<file path="config.mk">
export PLATFORM = sky130hd
export DESIGN_NAME = rtcirq_flags
export DESIGN_NICKNAME = d
export VERILOG_FILES = /design/src/rtl/rtcirq_pkg.sv /design/src/rtl/rtcirq_flags.sv
export SDC_FILE = /design/constraint.sdc
export NUM_CORES = 1
export LEC_CHECK = 0
export ABC_CLOCK_PERIOD_IN_PS = 3100
export BUFFER_PORTS_ARGS = -buffer_cell sky130_fd_sc_hd__clkbuf_2
export CAP_MARGIN = 20
export CORE_MARGIN = 1.5
export CORE_UTILIZATION = 49
export DETAILED_ROUTE_END_ITERATION = 8
export PLACE_DENSITY_LB_ADDON = 0.08
export SYNTH_ARGS = -nofsm -noshare
export SYNTH_HDL_FRONTEND = slang
export SYNTH_SLANG_ARGS = --single-unit
</file>
<file path="constraint.sdc">
create_clock -name mclk_in -period 3.1 [get_ports mclk_in]
set_clock_uncertainty 0.2 [all_clocks]
set_input_delay 0.155 -clock mclk_in [delete_from_list [all_inputs] [get_ports mclk_in]]
set_output_delay 0.155 -clock mclk_in [all_outputs]
set_load 0.1 [all_outputs]
</file>
<file path="src/rtl/rtcirq_pkg.sv">
// Constants of the counter interrupt flag block: offsets, bit positions, resets.
// Assumes an 8-bit register port and event pulses timed to mclk_in.
// Contract
// - Calendar view: writing one to enable-clear bit 0 drops the alarm enable.
// - Writing one to enable-set bit 7 turns the wrap enable on.
// - Writing one to enable-set bit 6 turns the sync-done enable on.
// - 32-bit view: enable-set bit 0 is the single match channel enable.
// - 16-bit view: enable-set bits 1 and 0 enable match channels one and zero.
// - Calendar view: enable-set bit 0 is the alarm enable.
// - Interrupt request is raised while any set flag has its enable on; irq_out is registered, so it rises and falls one cycle after the flags.
// - Writing one to a flag clears it; zero leaves it alone.
// - Wrap flag, bit 7, sets on the cycle after a counter wrap.
// - Counter views: each match flag sets on the cycle after its match.
// - Calendar view: alarm flag bit 0 sets on the cycle after an alarm match.
// - Sync-done flag sets when busy falls, unless enable or soft reset caused it.
// - Status bit 7 shows read-only sync busy, reset zero.
// - Enable-clear shares the set layout; one clears, zero does nothing.
// - Sync busy rises when a domain crossing starts, falls when it ends.
package rtcirq_pkg;

  localparam logic [7:0] OFS_ENABLE_CLEAR = 8'h06;
  localparam logic [7:0] OFS_ENABLE_SET   = 8'h07;
  localparam logic [7:0] OFS_FLAGS        = 8'h08;
  localparam logic [7:0] OFS_STATUS       = 8'h0A;
  localparam logic [7:0] OFS_VIEW         = 8'h20;

  localparam int BIT_WRAP      = 7;
  localparam int BIT_SYNC_DONE = 6;
  localparam int BIT_CHAN_ONE  = 1;
  localparam int BIT_CHAN_ZERO = 0;
  localparam int BIT_PENDING   = 7;

  localparam logic [7:0] RESET_ENABLE = 8'h00;
  localparam logic [7:0] RESET_FLAGS  = 8'h00;
  localparam logic [7:0] RESET_STATUS = 8'h00;

  localparam logic [7:0] MASK_COUNT32  = 8'hC1;
  localparam logic [7:0] MASK_COUNT16  = 8'hC3;
  localparam logic [7:0] MASK_CALENDAR = 8'hC1;

  localparam logic [1:0] VIEW_COUNT32  = 2'h0;
  localparam logic [1:0] VIEW_COUNT16  = 2'h1;
  localparam logic [1:0] VIEW_CALENDAR = 2'h2;
  localparam logic [1:0] RESET_VIEW    = 2'h0;

endpackage

</file>
<file path="src/rtl/rtcirq_flags.sv">
// Interrupt enable, flag and sync status registers of the counter.
// Assumes event pulses and sync busy are synchronous to mclk_in.
`timescale 1ns/1ns
module rtcirq_flags (
  input  wire logic       mclk_in,
  input  wire logic       reset_in,
  input  wire logic [7:0] addr_in,
  input  wire logic [7:0] wdata_in,
  input  wire logic       wr_in,
  input  wire logic       rd_in,
  output logic      [7:0] rdata_out,
  input  wire logic       counter_wrap_in,
  input  wire logic [1:0] match_chan_n_in,
  input  wire logic       calendar_alarm_in,
  input  wire logic       sync_busy_in,
  input  wire logic       sync_cause_in,
  output logic            irq_out
);

  logic [1:0] view;
  logic [7:0] irq_enable;
  logic [7:0] irq_flags;
  logic       sync_pending;
  logic       sync_quiet;
  logic [7:0] valid_mask;
  logic [7:0] next_enable;
  logic [7:0] next_flags;
  logic [7:0] event_set;
  logic [7:0] flag_clear;
  logic [7:0] next_rdata;
  logic       busy_fall;
  logic       wr_view;
  logic       wr_set;
  logic       wr_clr;
  logic       wr_flag;

  assign wr_view = wr_in && (addr_in == rtcirq_pkg::OFS_VIEW);
  assign wr_set  = wr_in && (addr_in == rtcirq_pkg::OFS_ENABLE_SET);
  assign wr_clr  = wr_in && (addr_in == rtcirq_pkg::OFS_ENABLE_CLEAR);
  assign wr_flag = wr_in && (addr_in == rtcirq_pkg::OFS_FLAGS);

  // Bits that exist in the selected view
  always_comb begin
    unique case (view)
      rtcirq_pkg::VIEW_COUNT16:  valid_mask = rtcirq_pkg::MASK_COUNT16;
      rtcirq_pkg::VIEW_CALENDAR: valid_mask = rtcirq_pkg::MASK_CALENDAR;
      default:                   valid_mask = rtcirq_pkg::MASK_COUNT32;
    endcase
  end

  // View select; code 3 is treated as the 32-bit view
  always_ff @(posedge mclk_in) begin
    if (reset_in) begin
      view <= rtcirq_pkg::RESET_VIEW;
    end else if (wr_view) begin
      view <= wdata_in[1:0];
    end
  end

  // Enables: one-to-set and one-to-clear over a shared layout
  always_comb begin
    next_enable = irq_enable;
    if (wr_set) begin
      next_enable = irq_enable | (wdata_in & valid_mask);
    end else if (wr_clr) begin
      next_enable = irq_enable & ~(wdata_in & valid_mask);
    end
  end

  always_ff @(posedge mclk_in) begin
    if (reset_in) begin
      irq_enable <= rtcirq_pkg::RESET_ENABLE;
    end else begin
      irq_enable <= next_enable;
    end
  end

  // Sync busy tracking; quiet marks a busy spell started by enable or soft reset
  assign busy_fall = sync_pending && !sync_busy_in;

  always_ff @(posedge mclk_in) begin
    if (reset_in) begin
      sync_pending <= 1'b0;
    end else begin
      sync_pending <= sync_busy_in;
    end
  end

  always_ff @(posedge mclk_in) begin
    if (reset_in) begin
      sync_quiet <= 1'b0;
    end else if (sync_busy_in && !sync_pending) begin
      sync_quiet <= sync_cause_in;
    end else if (sync_busy_in && sync_cause_in) begin
      sync_quiet <= 1'b1;
    end
  end

  // Event sources per view; bit 0 is match zero or the alarm
  always_comb begin
    event_set = 8'h00;
    event_set[rtcirq_pkg::BIT_WRAP] = counter_wrap_in;
    event_set[rtcirq_pkg::BIT_SYNC_DONE] = busy_fall && !sync_quiet;
    if (view == rtcirq_pkg::VIEW_CALENDAR) begin
      event_set[rtcirq_pkg::BIT_CHAN_ZERO] = calendar_alarm_in;
    end else begin
      event_set[rtcirq_pkg::BIT_CHAN_ZERO] = match_chan_n_in[0];
    end
    if (view == rtcirq_pkg::VIEW_COUNT16) begin
      event_set[rtcirq_pkg::BIT_CHAN_ONE] = match_chan_n_in[1];
    end
  end

  assign flag_clear = wr_flag ? wdata_in : 8'h00;

  // Set wins over a clear in the same cycle so no event is lost
  always_comb begin
    next_flags = ((irq_flags & ~flag_clear) | event_set) & valid_mask;
  end

  always_ff @(posedge mclk_in) begin
    if (reset_in) begin
      irq_flags <= rtcirq_pkg::RESET_FLAGS;
    end else begin
      irq_flags <= next_flags;
    end
  end

  // Registered request: one cycle behind the flag, a deliberate glitch-free output
  always_ff @(posedge mclk_in) begin
    if (reset_in) begin
      irq_out <= 1'b0;
    end else begin
      irq_out <= |(irq_flags & irq_enable);
    end
  end

  // Read data stands for one cycle after the strobe, zero otherwise
  always_comb begin
    next_rdata = 8'h00;
    if (rd_in) begin
      unique case (addr_in)
        rtcirq_pkg::OFS_ENABLE_SET:   next_rdata = irq_enable;
        rtcirq_pkg::OFS_ENABLE_CLEAR: next_rdata = irq_enable;
        rtcirq_pkg::OFS_FLAGS:        next_rdata = irq_flags;
        rtcirq_pkg::OFS_STATUS:       next_rdata = {sync_pending, 7'h00};
        rtcirq_pkg::OFS_VIEW:         next_rdata = {6'h00, view};
        default:                      next_rdata = 8'h00;
      endcase
    end
  end

  always_ff @(posedge mclk_in) begin
    if (reset_in) begin
      rdata_out <= rtcirq_pkg::RESET_STATUS;
    end else begin
      rdata_out <= next_rdata;
    end
  end
endmodule

</file>
==> out/metrics.cfg, run 1 <==
[yosys]
ys_types = 30
synth_area_leaders = dfxtp_1, mux2i_1, nand2_1
synth_seq_cells = 17
synth.avg_cell_area_um2 = 9.34
synth_warnings = 0
synth-seq-area-share_pct = 40.1
synth.largest_area_cell = dfxtp_1
syn_inst = 91
syn_area_um2 = 850
yosysTopAreaCellShare_pct = 40.1

[flow_run]
maxCapViolCount = 0

[grt]
grt_pass1_vias = 775
grt_pass1_wl_um = 3340
track_usage_pct = 23.0
globalRouteOverflowTotal = 0
grt_max_degree = 14
antenna_found_initial = 0

[die]
design.core.area_um2 = 1560
die_y_um = 44.6
die_x_um = 44.6
dieArea_um2 = 1990
num_io_pins = 35
initial_core_util_pct = 54.5
core.rowCount = 14

[timing]
final.setup.tns_ns = 0
tightest_slew_ns = 0.552
hold_viol = 0
whs_ns = 0.0125
period_share_pct = 62.6
maxSlewHeadroom_pct = 62.9
min_period_ns = 1.94
rsz0062_at_grt = false
fmax_ghz = 0.515
setup_viol = 0
report.final.slew_viol_count = 0

[outcome]
violations = design-rule violations
status = finished with violations

[power]
peakVddDrop_mv = 0.254
seqPwrFrac_pct = 53.6
swShare_pct = 28.4
p_leak_nw = 0.500
clockPowerShare_pct = 28.2
p_sw_mw = 0.120
intPower_mw = 0.302
power_density_nw_per_um2 = 378
total_power_mw = 0.421
pwr-share-comb_pct = 18.2

[worst_setup_path]
cp_slowest_cell = dlygate4sd3_1
critPathKind = reg2reg
reg2reg_slack_ns = 1.16
arrival_ns = 1.93
cp.required_ns = 3.09
startpoint_type = flop
worstPathBufferInverterCount = 1
cp-end-kind = flop
cp_cell_sequence = nor2b_1 > mux2_1 > dlygate4sd3_1 > o21a_1
worstPathMaxFanout = 5
critPathTopFamily = buffers and inverters
critical_path.max_stage_delay_ns = 0.56

[finish]
post-route-cell-area_um2 = 1120
multi_input_area_um2 = 457
drive_gt1_share_pct = 25.6
fin_cells = 145
syn2layout_area_growth_pct = 31.4
antennaDiodeCount = 0
fill_cells = 123
layout.nets = 156
seq_area_um2 = 340

[clock_network]
numCtsBuffers = 3
cts-htree-levels = 1
path_clk_slew_ns = 0.10
clk_latency_ns = 0.28
cts.repair.resized = 0
root_buffer = clkbuf_4
clockBufferDepth = 2
cts_setup_buffers = 0
cts_tree = yes
clock-sinks = 17

[place]
place_inst = 129
portBuffers = 26
dpl_cell_area_um2 = 970
detailed_place_hpwl_um = 1350
place.gp.congestion = 0.750

[detailed_routing]
drt_iter0_drc = 27
vias = 838
vias_per_cell = 5.78
drc = 4
wirelength_um = 2050
wire_per_inst_um = 14.1
drtPass1Iterations = 7
antenna_left = 0

[hold_path]
hp-class = in2reg

[layout by cell type, fill, tap and decap left out]
master         synthesis  final
o2111a_1               1      1
mux2_1                 1      1
clkbuf_4               0      3
mux2i_1                6      6
nand2_1               11     11
mux2_2                 1      1
conb_1                 1      4
and2b_2                1      1
nor4_1                 1      1
a21oi_1                2      2
xor2_1                 1      1
and4_1                 2      2
nor4b_1                1      1
clkbuf_2               0     26
a31o_1                 1      1
dfxtp_1               17     17
nand4_1                5      5
a41oi_1                3      3
a22oi_1                3      3
nor2b_1                3      3
and3b_1                2      2
o21a_1                 2      2
a22o_1                 4      4
and3_1                 1      1
nor4_4                 1      1
a32oi_1                1      1
inv_1                  6      6
clkbuf_1               3      1
o21ai_0                1      1
nor4b_2                1      1
nor2_1                 4      4
dlygate4sd3_1          0     12
[what timing repair did]
item | in CTS | in global routing
hold endpoints to repair | 11 | 0
endpoints found under the setup margin | 0 | 0
hold buffers | 12 | 0
[per-stage QoR]
| step | utilization (%) | worst slack, ns |
|---|---|---|
| after detailed placement | 62.2 | 1.52 |
| after global placement | 62.2 | 1.52 |
| final | 71.6 | 1.16 |
| after global routing | 71.6 | 1.08 |
| after CTS | 71.6 | 1.17 |
| after floorplan | - | 1.81 |
[synth_stat cells]
| cell | n |
|---|---|
| xor2_1 | 1 |
| a21oi_1 | 2 |
| nand4_1 | 5 |
| and4_1 | 2 |
| and2b_2 | 1 |
| inv_1 | 6 |
| and3_1 | 1 |
| mux2i_1 | 6 |
| nor2_1 | 4 |
| conb_1 | 1 |
| nor2b_1 | 3 |
| and3b_1 | 2 |
| nand2_1 | 11 |
| o21ai_0 | 1 |
| o2111a_1 | 1 |
| nor4_1 | 1 |
| a22oi_1 | 3 |
| buf_4 | 4 |
| dfxtp_1 | 17 |
| a32oi_1 | 1 |
| a22o_1 | 4 |
| mux2_1 | 1 |
| o21a_1 | 2 |
| nor4b_1 | 1 |
| mux2_2 | 1 |
| nor4b_2 | 1 |
| a31o_1 | 1 |
| a41oi_1 | 3 |
| nor4_4 | 1 |
| clkbuf_1 | 3 |
[layout make-up]
| cell class | count | share of cell area, % |
|---|---|---|
| Multi-Input combinational cell | 64 | 40.9 |
| Sequential cell | 17 | 30.5 |
| Timing Repair Buffer | 38 | 22.4 |
| Clock buffer | 4 | 2.35 |
| Inverter | 6 | 2.02 |
| Tap cell | 16 | 1.79 |
[worst reg2reg max path: stages, from the launching register on]
cell           delay [ns]
dfxtp_1              0.41
nor2b_1              0.18
mux2_1               0.32
dlygate4sd3_1        0.56
o21a_1               0.18
[cell families after synthesis]
group	count (synthesis)	synth area share, %
buffers and inverters	13	7.51
flip-flops	17	40.1
AO/OA/AOI/OAI	18	16.8
AND/OR/NAND/NOR	33	24.4
multiplexers	8	9.72
other	1	0.441
XOR/XNOR	1	1.03
[power groups by stage]
stage          sequential [mW]  clock [mW]  combinational, mW
2_1_floorplan            0.230           0             0.0451
3_3_place_gp             0.230           0             0.0627
3_5_place_dp             0.230           0             0.0634
4_1_cts                  0.225       0.119             0.0754
5_1_grt                  0.226       0.130             0.0820
6_report                 0.226       0.119             0.0767
[metal layers]
layer / global-route usage [%] / share of wire [%] / up-vias
met1: 28.0 / 42 / 384
met5: 0 / 0 / -
met4: 15.2 / 3.9 / 0
li1: - / - / 407
met3: 4.08 / 7.1 / 10
met2: 36.8 / 47 / 37
[worst paths after layout]
path | startpoint | end | cells after the start
setup / recovery | view[1] | irq_flags[0] | 4
hold / removal | addr_in[6] | rdata_out[7] | 4
setup reg to reg | view[1] | irq_flags[0] | 4
hold reg to reg | flop | flop | 2
Note: power is estimated with default switching activity, not from simulation.
==> run 2, diff against run 1 <==
--- a/config.mk
+++ b/config.mk
@@ -5,11 +5,11 @@
 export SDC_FILE = /design/constraint.sdc
 export NUM_CORES = 1
 export LEC_CHECK = 0
-export ABC_CLOCK_PERIOD_IN_PS = 3100
+export ABC_CLOCK_PERIOD_IN_PS = 1700
 export BUFFER_PORTS_ARGS = -buffer_cell sky130_fd_sc_hd__clkbuf_2
 export CAP_MARGIN = 20
 export CORE_MARGIN = 1.5
-export CORE_UTILIZATION = 49
+export CORE_UTILIZATION = 41
 export DETAILED_ROUTE_END_ITERATION = 8
 export PLACE_DENSITY_LB_ADDON = 0.08
 export SYNTH_ARGS = -nofsm -noshare
==> constraint.sdc (replaced) <==
create_clock -name mclk_in -period 1.7 [get_ports mclk_in]
set_clock_uncertainty 0.2 [all_clocks]
set_input_delay 0.085 -clock mclk_in [delete_from_list [all_inputs] [get_ports mclk_in]]
set_output_delay 0.085 -clock mclk_in [all_outputs]
set_load 0.1 [all_outputs]
==> run 2 against run 1 <==
Against the previous run: the run now ends clean; combinational power grew 99%; sequential power rose by 82%; worst setup slack got worse by 1.1 ns; first-iteration DRC count fell by 63%; core utilization fell by 8.6 points; register-to-register slack got worse by 0.94 ns; clock power grew 78%.
==> out/metrics.cfg, run 2 (synthesis gave the netlist of run 1 again) <==
[power]
seqPwrFrac_pct = 53.0  ; -0.6 points
p_leak_nw = 0.549  ; +9.8%
peakVddDrop_mv = 0.363  ; +43%
pwr-share-comb_pct = 19.7  ; +1.5 points
total_power_mw = 0.776  ; +84%
power_density_nw_per_um2 = 628  ; +66%
swShare_pct = 28.2  ; -0.26 points
intPower_mw = 0.557  ; +85%
p_sw_mw = 0.219  ; +82%
clockPowerShare_pct = 27.3  ; -0.9 points

[detailed_routing]
vias = 836  ; -0.24%
vias_per_cell = 5.01  ; -13%
wirelength_um = 2060  ; +0.49%
drt_iter0_drc = 10  ; -63%
wire_per_inst_um = 12.3  ; -13%
drtPass1Iterations = 5  ; -2
antenna_left = 0  ; unchanged
drc = 0  ; -4

[die]
die_y_um = 48.5  ; +8.7%
initial_core_util_pct = 43.3  ; -11 points
die_x_um = 48.5  ; +8.7%
dieArea_um2 = 2350  ; +18%
core.rowCount = 16  ; +2
num_io_pins = 35  ; unchanged
design.core.area_um2 = 1960  ; +26%

[finish]
mostFrequentLayoutCells = clkbuf_2, dlygate4sd3_1, dfxtp_1, nand2_1
final_common_cell = clkbuf_2
layout.nets = 167  ; +7.1%
syn2layout_area_growth_pct = 45.5
fill_cells = 196  ; +59%
seq_area_um2 = 340  ; unchanged
multi_input_area_um2 = 457  ; unchanged
fin_cells = 167  ; +15%
final_util_pct = 63.0  ; -8.6 points
drive_gt1_share_pct = 25.7  ; +0.13 points
antennaDiodeCount = 0  ; unchanged

[timing]
maxSlewHeadroom_pct = 64.2  ; +1.2 points
fmax_ghz = 0.595
tightest_slew_ns = 0.540  ; -0.0119 ns
min_period_ns = 1.68
setup_viol = 0  ; unchanged
rsz0062_at_grt = false
final.setup.tns_ns = 0  ; unchanged
hold_viol = 0  ; unchanged
period_share_pct = 98.8
setup_ws_ns = 0.0202  ; -1.14 ns
report.final.slew_viol_count = 0  ; unchanged

[worst_setup_path]
cp.required_ns = 1.67  ; -1.42 ns
worstPathMaxFanout = 9  ; +4
arrival_ns = 1.65  ; -0.28 ns
critPathKind = in2reg
cp-end-kind = flop
startpoint_type = input port

[grt]
globalRouteOverflowTotal = 0  ; unchanged
track_usage_pct = 19.3  ; -3.7 points
grt_pass1_vias = 857  ; +11%
grt_pass1_wl_um = 3600  ; +7.8%
grt_max_degree = 14  ; unchanged
antenna_found_initial = 0  ; unchanged

[clock_network]
root_buffer = clkbuf_4
cts-htree-levels = 1  ; unchanged
path_clk_slew_ns = 0.11  ; about the same
clk_latency_ns = 0.29  ; about the same
cts_hold_buf = 21  ; +9
numCtsBuffers = 3  ; unchanged
clock-sinks = 17  ; unchanged
cts_tree = yes
cts_setup_buffers = 0  ; unchanged
cts.repair.resized = 0  ; unchanged
clockBufferDepth = 2  ; unchanged

[place]
portBuffers = 26  ; unchanged
dpl_worst_slack_ns = 0.325  ; -1.19 ns
place_inst = 142  ; +10%
detailed_place_hpwl_um = 1410  ; +4.8%
place.gp.congestion = 0.794  ; +5.9%

[hold_path]
hp-class = in2reg

[outcome]
status = finished, final reports clean

[flow_run]
maxCapViolCount = 0  ; unchanged

[run 2: cell types whose count changed in the layout (fill, tap and decap cells not counted), sizes merged]
cell         previous run  this run
dlygate4sd3            12        21
buf                     0         2
clkbuf                 30        29
clkinv                  0         1
[run 2: power groups by stage]
stage                     combinational (mW)  clock (mW)  sequential, mW
final                                  0.153       0.212           0.411
after global routing                   0.165       0.248           0.413
after CTS                              0.151       0.221           0.411
after detailed placement               0.118           0           0.420
after global placement                 0.117           0           0.420
after floorplan                       0.0823           0           0.419
[run 2: critical path, cell delays in order]
cell           delay [ns]
dlygate4sd3_1        0.53
clkbuf_2             0.20
nand4_1              0.14
mux2i_1              0.14
dlygate4sd3_1        0.55
[run 2: path summary, 6_finish.rpt]
check               startpoint           end  slack (ns)  cells after the start
hold / removal      addr_in[2]  rdata_out[7]        0.03                      4
hold reg to reg     sync_quiet    sync_quiet        0.30                      2
setup reg to reg  irq_flags[7]  irq_flags[7]        0.22                      4
setup / recovery         wr_in          flop        0.02                      5
[run 2: metrics by stage]
stage / hold slack (ns) / cell area (um2)
6_report: 0.0298 / 1240
3_5_place_dp: 0.101 / 998
4_1_cts: 0.0166 / 1240
3_3_place_gp: 0.0968 / 998
5_1_grt: 0.0574 / 1240
2_1_floorplan: -0.0483 / 861
[run 2: area by class of cell]
cell class / count / share of cell area (%)
clock buffers: 3 / 1.82
well taps: 27 / 2.73
repair buffers: 49 / 28.7
multi-input cells: 64 / 36.9
flip-flops and latches: 17 / 27.5
inverters: 6 / 1.82
clock inverters: 1 / 0.405
[run 2: metal layers]
metal / up-vias / global-route usage [%] / part of all wire [%]
li1: 429 / - / -
met1: 384 / 24.2 / 48
met2: 21 / 32.9 / 48
met3: 2 / 3.40 / 3.6
met4: 0 / 7.62 / 0.73
met5: - / 0 / 0
